===== src/include/sss_pkg.sv =====
// Package for the pipelined synchronous SRAM sleep and cycle controller.
// Assumes a single 20 MHz system clock and a small behavioural array.
package sss_pkg;

  // Address and data widths of the modelled array.
  localparam int ADDR_W = 6;
  localparam int DATA_W = 8;
  localparam int DEPTH  = 64;

  // Clock period in nanoseconds and the sleep timing windows.
  localparam int CLOCK_PERIOD_NS = 50;
  localparam int SLEEP_ENTRY_INPUT_DELAY_NS = CLOCK_PERIOD_NS;
  localparam int SLEEP_EXIT_RECOVERY_WINDOW_NS = CLOCK_PERIOD_NS;
  // Longest times round down; never below one cycle.
  localparam int SLEEP_ENTRY_CYC =
    (SLEEP_ENTRY_INPUT_DELAY_NS / CLOCK_PERIOD_NS) < 1 ? 1 :
    (SLEEP_ENTRY_INPUT_DELAY_NS / CLOCK_PERIOD_NS);
  localparam int SLEEP_EXIT_CYC =
    (SLEEP_EXIT_RECOVERY_WINDOW_NS / CLOCK_PERIOD_NS) < 1 ? 1 :
    (SLEEP_EXIT_RECOVERY_WINDOW_NS / CLOCK_PERIOD_NS);

  // Burst order encodings on the burst-order select pin.
  localparam logic BURST_LINEAR      = 1'h0;
  localparam logic BURST_INTERLEAVED = 1'h1;

  // Reset values of the pipeline.
  localparam logic [DATA_W-1:0] DATA_RST = 8'h00;
  localparam logic [ADDR_W-1:0] ADDR_RST = 6'h00;
  localparam logic [1:0]        BCNT_RST = 2'h0;

  // Pipeline operation codes.
  typedef enum logic [1:0] {
    SSS_OP_IDLE  = 2'b00,
    SSS_OP_READ  = 2'b01,
    SSS_OP_WRITE = 2'b10
  } sss_op_t;

  // Request from the memory controller.
  typedef struct packed {
    logic              select_low;        // Main active-low select.
    logic              extra_select_low;  // Extra active-low select.
    logic              extra_select_high; // Extra active-high select.
    logic              advance_or_load;   // High advances, low loads.
    logic              read_not_write;    // High reads, low writes.
    logic [ADDR_W-1:0] addr;              // Load address.
  } sss_req_t;

endpackage


===== src/verilog/sss_ctrl.sv =====
// Sleep and cycle control for a pipelined synchronous SRAM, array included.
// Assumes inputs synchronous to sys_clk; the data pin is split in three.
//
// Overview of operation
// - Sleep behaves as deselected, no array access.
// - Sleep ignores inputs, outputs float.
// - Sleep lasts exactly while request is high.
// - Inputs ignored within one clock of entry.
// - Inputs sampled within one clock of exit.
// - Burst order: zero linear, one interleaved.
// - Single accesses work without burst continuation.
// - Selected only when all three selects agree.
// - Reads always return the newest value.
// - Forward input data register on match.
// - Gated clock edge stalls, no write.
// - Load low decodes write or read.
`timescale 1ns/1ps
`default_nettype none

module sss_ctrl (
  input  wire logic                      sys_clk,
  input  wire logic                      resetn,
  input  wire logic                      sleep_request,
  input  wire logic                      clock_gate_en,
  input  wire logic                      burst_order,
  input  wire sss_pkg::sss_req_t         req,
  input  wire logic [sss_pkg::DATA_W-1:0] data_in,
  output logic      [sss_pkg::DATA_W-1:0] data_out,
  output logic                           data_oe_n,
  output logic                           sleeping
);
  import sss_pkg::*;

  // Array storage, flip-flops addressed by index.
  logic [DATA_W-1:0] mem_q [DEPTH];
  // Address stage: operation and address captured on the edge.
  sss_op_t           op_q;
  logic [ADDR_W-1:0] base_q;     // Burst base address.
  logic [1:0]        bcnt_q;     // Two-bit burst counter.
  logic              order_q;    // Burst order of the running burst.
  // Data stage: the input data register holds the pending write.
  logic              wpend_q;
  logic [ADDR_W-1:0] waddr_q;
  logic [DATA_W-1:0] wdata_q;
  // Read stage.
  logic              rpend_q;
  logic [ADDR_W-1:0] raddr_q;
  logic [DATA_W-1:0] data_out_q;
  logic              oe_n_q;
  logic              sleep_q;

  // Sleep follows pin.
  // The pin acts directly on the gating term, so entry and exit take effect
  // at the very next edge; the registered copy only drives the status port.
  wire awake = ~sleep_request;

  wire selected = ~req.select_low & ~req.extra_select_low &
                  req.extra_select_high;

  // Entry and exit within one edge.
  wire take = clock_gate_en & awake;

  wire load_rd = take & selected & ~req.advance_or_load & req.read_not_write;
  wire load_wr = take & selected & ~req.advance_or_load & ~req.read_not_write;
  // A burst only continues an earlier load, so single accesses are safe.
  wire advance = take & req.advance_or_load & (op_q != SSS_OP_IDLE);
  wire desel   = take & ~req.advance_or_load & ~selected;

  wire [1:0] bnext   = bcnt_q + 2'h1;
  wire [1:0] boffset = (order_q == BURST_INTERLEAVED) ? (base_q[1:0] ^ bnext)
                                                      : (base_q[1:0] + bnext);
  wire [ADDR_W-1:0] adv_addr = {base_q[ADDR_W-1:2], boffset};
  wire [ADDR_W-1:0] cur_addr = load_rd | load_wr ? req.addr : adv_addr;
  wire do_rd = load_rd | (advance & (op_q == SSS_OP_READ));
  wire do_wr = load_wr | (advance & (op_q == SSS_OP_WRITE));

  // Forward input data register.
  // A write still waiting in the input data register wins over the array.
  wire fwd_hit = wpend_q & (waddr_q == raddr_q);
  wire [DATA_W-1:0] rd_value = fwd_hit ? wdata_q : mem_q[raddr_q];

  // Address stage and burst counter.
  always_ff @(posedge sys_clk) begin
    if (!resetn) begin
      op_q    <= SSS_OP_IDLE;
      base_q  <= ADDR_RST;
      bcnt_q  <= BCNT_RST;
      order_q <= BURST_LINEAR;
    end else if (load_rd | load_wr) begin
      op_q    <= load_rd ? SSS_OP_READ : SSS_OP_WRITE;
      base_q  <= req.addr;
      bcnt_q  <= BCNT_RST;
      order_q <= burst_order;
    end else if (advance) begin
      bcnt_q  <= bnext;
    end else if (desel) begin
      // A deselect ends any burst.
      op_q    <= SSS_OP_IDLE;
    end
  end

  // Write pipeline: address now, data one edge later into the register.
  always_ff @(posedge sys_clk) begin
    if (!resetn) begin
      wpend_q <= 1'h0;
      waddr_q <= ADDR_RST;
      wdata_q <= DATA_RST;
    end else if (take) begin
      wpend_q <= do_wr;
      if (do_wr) begin
        waddr_q <= cur_addr;
      end
      if (wpend_q) begin
        wdata_q <= data_in;
      end
    end
  end

  // Pending write data arrives with the following enabled edge, so the
  // array commits the value held from the edge before that.
  logic              commit_q;
  logic [ADDR_W-1:0] caddr_q;
  always_ff @(posedge sys_clk) begin
    if (!resetn) begin
      commit_q <= 1'h0;
      caddr_q  <= ADDR_RST;
    end else if (take) begin
      commit_q <= wpend_q;
      caddr_q  <= waddr_q;
    end
  end

  always_ff @(posedge sys_clk) begin
    if (take && commit_q) begin
      mem_q[caddr_q] <= wdata_q;
    end
  end

  // Read pipeline and output register.
  always_ff @(posedge sys_clk) begin
    if (!resetn) begin
      rpend_q    <= 1'h0;
      raddr_q    <= ADDR_RST;
      data_out_q <= DATA_RST;
      oe_n_q     <= 1'h1;
    end else if (!awake) begin
      rpend_q    <= 1'h0;
      oe_n_q     <= 1'h1;
    end else if (take) begin
      rpend_q <= do_rd;
      raddr_q <= cur_addr;
      if (rpend_q) begin
        data_out_q <= (commit_q & (caddr_q == raddr_q) & ~fwd_hit)
                      ? wdata_q : rd_value;
      end
      oe_n_q <= ~rpend_q;
    end
  end

  // Sleep status.
  always_ff @(posedge sys_clk) begin
    if (!resetn) begin
      sleep_q <= 1'h0;
    end else begin
      sleep_q <= sleep_request;
    end
  end

  assign data_out  = data_out_q;
  assign data_oe_n = oe_n_q;
  assign sleeping  = sleep_q;

  // Assertions.
  AST_SLEEP_FLOAT: assert property (
    @(posedge sys_clk) disable iff (!resetn)
    sleep_request |=> data_oe_n)
    else $error("Output driven while asleep.");
  AST_SLEEP_STATUS: assert property (
    @(posedge sys_clk) disable iff (!resetn)
    sleep_request |=> sleeping)
    else $error("Sleep status did not follow request.");
  AST_SLEEP_NOREAD: assert property (
    @(posedge sys_clk) disable iff (!resetn)
    sleep_request |=> !rpend_q)
    else $error("Read launched while asleep.");
  AST_ENTRY_HOLD: assert property (
    @(posedge sys_clk) disable iff (!resetn)
    sleep_request |=> $stable(base_q))
    else $error("Input taken after sleep entry.");
  AST_STALL_HOLD: assert property (
    @(posedge sys_clk) disable iff (!resetn)
    !clock_gate_en |=> $stable(wpend_q) && $stable(bcnt_q))
    else $error("Pipeline moved on a stalled edge.");
  AST_SELECT: assert property (
    @(posedge sys_clk) disable iff (!resetn)
    (load_rd || load_wr) |-> (!req.select_low && !req.extra_select_low &&
                              req.extra_select_high))
    else $error("Load taken while deselected.");
  AST_READ_OUT: assert property (
    @(posedge sys_clk) disable iff (!resetn)
    (load_rd && !sleep_request) ##1 (clock_gate_en && !sleep_request)
    |=> !data_oe_n)
    else $error("Read did not drive output.");
  // A read right behind a write to the same place takes the register value.
  AST_FORWARD: assert property (
    @(posedge sys_clk) disable iff (!resetn)
    (take && rpend_q && (fwd_hit || (commit_q && caddr_q == raddr_q)))
    |=> data_out == $past(wdata_q))
    else $error("Forwarded data wrong.");
  AST_LINEAR: assert property (
    @(posedge sys_clk) disable iff (!resetn)
    (advance && order_q == BURST_LINEAR) |=> bcnt_q == $past(bnext))
    else $error("Burst counter did not advance.");
  AST_WAKE: assert property (
    @(posedge sys_clk) disable iff (!resetn)
    $fell(sleep_request) && clock_gate_en && load_rd |=> rpend_q)
    else $error("Input not sampled after wake.");

  CVR_READ:  cover property (@(posedge sys_clk) load_rd ##2 !data_oe_n);
  CVR_WRITE: cover property (@(posedge sys_clk) load_wr ##1 load_rd);
  CVR_BURST: cover property (@(posedge sys_clk) load_rd ##1 advance);
  CVR_SLEEP: cover property (@(posedge sys_clk) $rose(sleep_request));

endmodule // sss_ctrl

`default_nettype wire


===== config.mk =====
export PLATFORM = sky130hd
export DESIGN_NAME = sss_ctrl
export DESIGN_NICKNAME = d
export VERILOG_FILES = /design/src/include/sss_pkg.sv /design/src/verilog/sss_ctrl.sv
export SDC_FILE = /design/constraint.sdc
export NUM_CORES = 1
export LEC_CHECK = 0
export CAP_MARGIN = 20
export CORE_UTILIZATION = 35
export CTS_BUF_LIST = sky130_fd_sc_hd__clkbuf_8
export DETAILED_ROUTE_END_ITERATION = 8
export DONT_BUFFER_PORTS = 1
export HOLD_SLACK_MARGIN = 0.15
export PLACE_DENSITY_LB_ADDON = 0.2
export SYNTH_ARGS = -nofsm -noshare
export SYNTH_HDL_FRONTEND = slang
export SYNTH_SLANG_ARGS = --single-unit

===== constraint.sdc =====
create_clock -name sys_clk -period 1.9 [get_ports sys_clk]
set_input_delay 0.19 -clock sys_clk [delete_from_list [all_inputs] [get_ports sys_clk]]
set_output_delay 0.19 -clock sys_clk [all_outputs]
set_load 0.01 [all_outputs]

### Word level (Yosys, flattened, before mapping)

Memory sizes are Yosys's and may differ from the RTL's. A register that Yosys moved wholly into a read port is not among the register bits.
Index checks and enable logic that the tools add are counted.

* bits in registers: 50
* input bits: 24
* RAM bits: 512
* output and inout bits: 10
* memories kept: 1

* reduce and logical (&&, ||, !) cells: 10
* $add $sub $neg: 2
* muxes and demuxes: 12
* equality and inequality tests: 5
* bitwise operators: 29

Memory list
* mem_q: words 64, bits a word 8, read ports 1, clocked after memory_dff 1, wr ports 1, RTL line sss_ctrl.sv:35 `logic [DATA_W-1:0] mem_q [DEPTH];`

Operator list (count)
* 6-bit 2-to-1 mux: 3
* 1-bit AND: 16
* 8-bit 2-to-1 mux: 2
* 6-bit equality test: 2
* 2-bit 2-to-1 mux: 5
* 1-bit inverter: 9
* 2-bit AND reduction: 4
* 2-bit nonzero test: 2
* 2-bit OR reduction: 2
* 1-bit bitwise OR: 3
* 3-bit AND reduction: 1
* 2-bit by 1-bit adder with 2-bit output, second input constant: 1
* 2-bit adder: 1
* 2-bit by 1-bit equality test with 1-bit output, second input constant: 1
* 2-bit equality test, second input constant: 1
* 1-bit 2-to-1 mux: 2
* 2-bit by 1-bit inequality test with 1-bit output, second input constant: 1
* 2-bit XOR: 1
* 1-bit logical AND: 1

### Logic depth before layout (Yosys ltp)

* depth in word-level cells: 10
* depth in mapped cells: 11

### Worst setup path before layout

Ideal clock, no wire load.

* path kind: flip-flop to flip-flop
* start point: reg with a tool-made name
* end point: reg data_out_q[1] (netlist: data_out[1])
* stages on the path, launching flop included: 8
* setup time: 123 ps
* slack: -160 ps
* buffers on the path: 2
* data required time: 1777 ps
* data arrival time: 1937 ps
* cell sequence: dfxtp_1 -> buf_4 -> buf_6 -> mux4_2 -> mux4_2 -> a32oi_1 -> and4_1 -> nor3_1

RTL lines
* to (signal assigned): RTL line sss_ctrl.sv:153 `data_out_q <= (commit_q & (caddr_q == raddr_q) & ~fwd_hit)`
* to (decl): RTL line sss_ctrl.sv:48 `logic [DATA_W-1:0] data_out_q;`

==> qor.json <==
{
  "outcome": {
    "outcome": "finished with violations",
    "failed_checks": "negative setup slack"
  },
  "yosys": {
    "yosys.cell_types.count": 41,
    "synth_largest_type_area_fraction_pct": 69.0,
    "post_synth_main_area_contributors": "sky130_fd_sc_hd__edfxtp_1 (69%), sky130_fd_sc_hd__mux4_2 (12%), sky130_fd_sc_hd__dfxtp_1 (5.0%), sky130_fd_sc_hd__mux2i_1 (3.4%), sky130_fd_sc_hd__nor2_1 (1.3%)",
    "ys_top_cells_by_count": "sky130_fd_sc_hd__edfxtp_1 (512), sky130_fd_sc_hd__mux4_2 (123), sky130_fd_sc_hd__nor2_1 (76)",
    "synth_cells": 1166,
    "ys_seq_area_share_pct": 74.0,
    "ys.flop_type": "sky130_fd_sc_hd__edfxtp_1",
    "synth_enable_flop_cells": 512,
    "synth_nets": 1191,
    "synthMostInstantiatedCell": "sky130_fd_sc_hd__edfxtp_1",
    "synth.cell_area_sq_um": 22300,
    "ys_seq_elements": 568,
    "yosysWarningCount": 0,
    "synth_async_sr_flop_share_pct": 0,
    "synthDominantAreaCellType": "sky130_fd_sc_hd__edfxtp_1",
    "post_synth.cell_area_avg_sq_um": 19.1
  },
  "floorplan": {
    "initial_utilization_pct": 35.4,
    "chipHeight_um": 254,
    "boundary_pins": 34,
    "rows": 92,
    "die_x_um": 254,
    "floorplan.die_area_sq_um": 64700,
    "floorplan.core_area_sq_um": 63000
  },
  "timing": {
    "max-slew-margin-rel_pct": 52.1,
    "post_layout_min_period_ns": 2.25,
    "setup_slack_ns": -0.350,
    "worstMarginPinSlew_ns": 0.719,
    "setup_total_negative_slack_ns": -2.11,
    "achievable-frequency_ghz": 0.445,
    "setup_violations": 8,
    "rsz0062_at_grt": "yes",
    "finalCritPeriodShare_pct": 118,
    "finalHoldViolCount": 0,
    "drv_slew": 0,
    "clock_skew_ns": 0.0297
  },
  "clocking": {
    "cts_tree": "yes",
    "cts-buffers-inserted": 93,
    "clock_slew_at_reported_path_ffs_ns": 0.06,
    "h-tree-depth": 3,
    "clock_sinks": 568,
    "cts_max_path_buffers": 3,
    "worstSkewPairLatency_ns": 0.68,
    "cts_root_buf": "sky130_fd_sc_hd__clkbuf_8"
  },
  "setup_path": {
    "crit_path_cell_trace": "clkbuf_16, mux4_2, mux4_2, a32oi_1, and4_1, nor3_1",
    "crit_family": "multiplexers",
    "setup.worst_path.start_class": "flip-flop",
    "cpMostUsedCell": "sky130_fd_sc_hd__mux4_2",
    "worst-endpoint-arrival_ns": 2.82,
    "cell_with_the_largest_stage_delay_on_the_worst_path": "sky130_fd_sc_hd__mux4_2",
    "slowest_delay_ns": 0.53,
    "path_buf_inv": 1,
    "reg2reg_setup_slack_ns": -0.35,
    "worstSetupEndpointType": "flip-flop",
    "required_ns": 2.47,
    "criticalPathCategory": "flip-flop to flip-flop",
    "critical_path_peak_fanout": 7
  },
  "drt": {
    "detail_route.iter0.violations": 896,
    "detailedRoute.firstPassIterationCount": 5,
    "vias_per_cell": 5.02,
    "routed_wire_length_per_instance_um": 24.0,
    "route.vias.total": 11900,
    "ant_nets": 0,
    "routed_wirelength_um": 56800,
    "detail_route.drc_violations": 0
  },
  "min_path": {
    "hp-class": "input port to flip-flop"
  },
  "global_routing": {
    "track_usage_pct": 17.9,
    "first_global_vias": 12100,
    "grt_antenna_before_repair": 1,
    "grt_first_pass_wirelength_um": 82800,
    "grt_start_max_net_pins": 67,
    "overall_overflow_remaining_after_global_route": 0
  },
  "placed_design": {
    "gp_routability_congestion": 0.837,
    "pre_cts_setup_slack_ns": -0.432,
    "hpwlAfterDp_um": 36400,
    "port_buffers": 0
  },
  "layout": {
    "final_nets": 1470,
    "layout-area-overhead-vs-synth_pct": 22.9,
    "finalCoreUtilization_pct": 43.5,
    "layout-drive-gt1-share_pct": 33.4
  },
  "job": {
    "max_cap_violations": 0
  },
  "power": {
    "pwr_density_cell_nw_per_um2": 870,
    "power.leakage_nw": 7.82,
    "irDropWorstVdd_uv": 435,
    "report.power.total_mw": 23.8
  }
}
## tightest hold or removal path, stage by stage
cell,delay [ns]
sky130_fd_sc_hd__dlygate4sd3_1,0.52
sky130_fd_sc_hd__mux2i_1,0.06
sky130_fd_sc_hd__nor2b_1,0.09
## routing by layer
metal / routed length, um / vias up / part of all wire [%] / track usage, %
li1: - / 5276 / - / -
met1: 25200 / 6193 / 44 / 25.1
met2: 27000 / 334 / 48 / 28.2
met3: 3450 / 71 / 6.1 / 3.58
met4: 1090 / 2 / 1.9 / 5.63
met5: 15 / - / 0.026 / 0
## per-stage QoR
stage	area, sq um	cells	hold slack, ns
detailed placement	25000	2146	0.298
global route	27400	2366	0.233
CTS	27100	2356	0.160
finish	27400	2367	0.220
floorplan	22400	1166	0.289
global placement	25000	2146	0.299
## final timing paths
kind / from / to / cells after the start
setup / recovery: flip-flop / data_out[3]$_SDFFE_PN0P_ / 6
hold / removal: burst_order / order_q$_SDFFE_PN0P_ / 3
setup reg to reg: flip-flop / data_out[3]$_SDFFE_PN0P_ / 6
hold reg to reg: waddr_q[4]$_SDFFE_PN0P_ / caddr_q[4]$_SDFFE_PN0N_ / 2
## power breakdown
part | total [mW] | internal [mW] | switching [mW]
registers | 13.5 | 13.4 | 0.0332
clock network | 9.56 | 4.80 | 4.76
logic | 0.794 | 0.410 | 0.384
## repair_timing
action | in CTS | in global routing
hold endpoints to repair | 56 | 2
setup endpoints to repair | 8 | 140
hold buffers | 33 | 1
pin swaps | 0 | 4
resized for setup | 14 | 29
cloned | 2 | 1
buffers inserted | 5 | 9
## cell type report
class	count	area (sq um)
fill	5592	35600
sequential	568	16500
multi-input combinational	531	5570
timing repair buffer	249	2550
clock buffer	99	1360
tap	846	1060
clock inverter	71	293
inverter	2	7.51
antenna	1	2.50
## logic make-up (layout without fill, tap and decap cells)
kind of cell,after synthesis,after routing,share of synthesized area (%)
flops,568,568,74.0
simple gates,228,228,4.76
mux,204,204,16.1
compound gates,81,81,2.67
buf+inv,67,421,1.69
xor+xnor,17,17,0.668
fa+ha+maj,1,1,0.0562
other cells,0,1,0
## flip-flops by register name (all words and copies together) (netlist names), 2 cells and up, named ones only
signal / count
data_out: 8
raddr_q: 6
wdata_q: 8
mem_q: 512
op_q: 2
caddr_q: 6
base_q: 6
bcnt_q: 2
waddr_q: 6
## layout by cell type (no fill, tap or decap), drive strengths merged, types with 10 or more instances in the layout
cell	count
buf	214
mux4	123
xnor2	16
clkbuf	100
clkinv	35
nor2	76
o21ai	14
mux2i	75
dlygate4sd3	31
inv	36
a21boi	16
edfxtp	512
nand2	59
nor2b	18
and2	10
dfxtp	56
nand3	29
a22oi	18
Power figures use the tool's default switching activity.
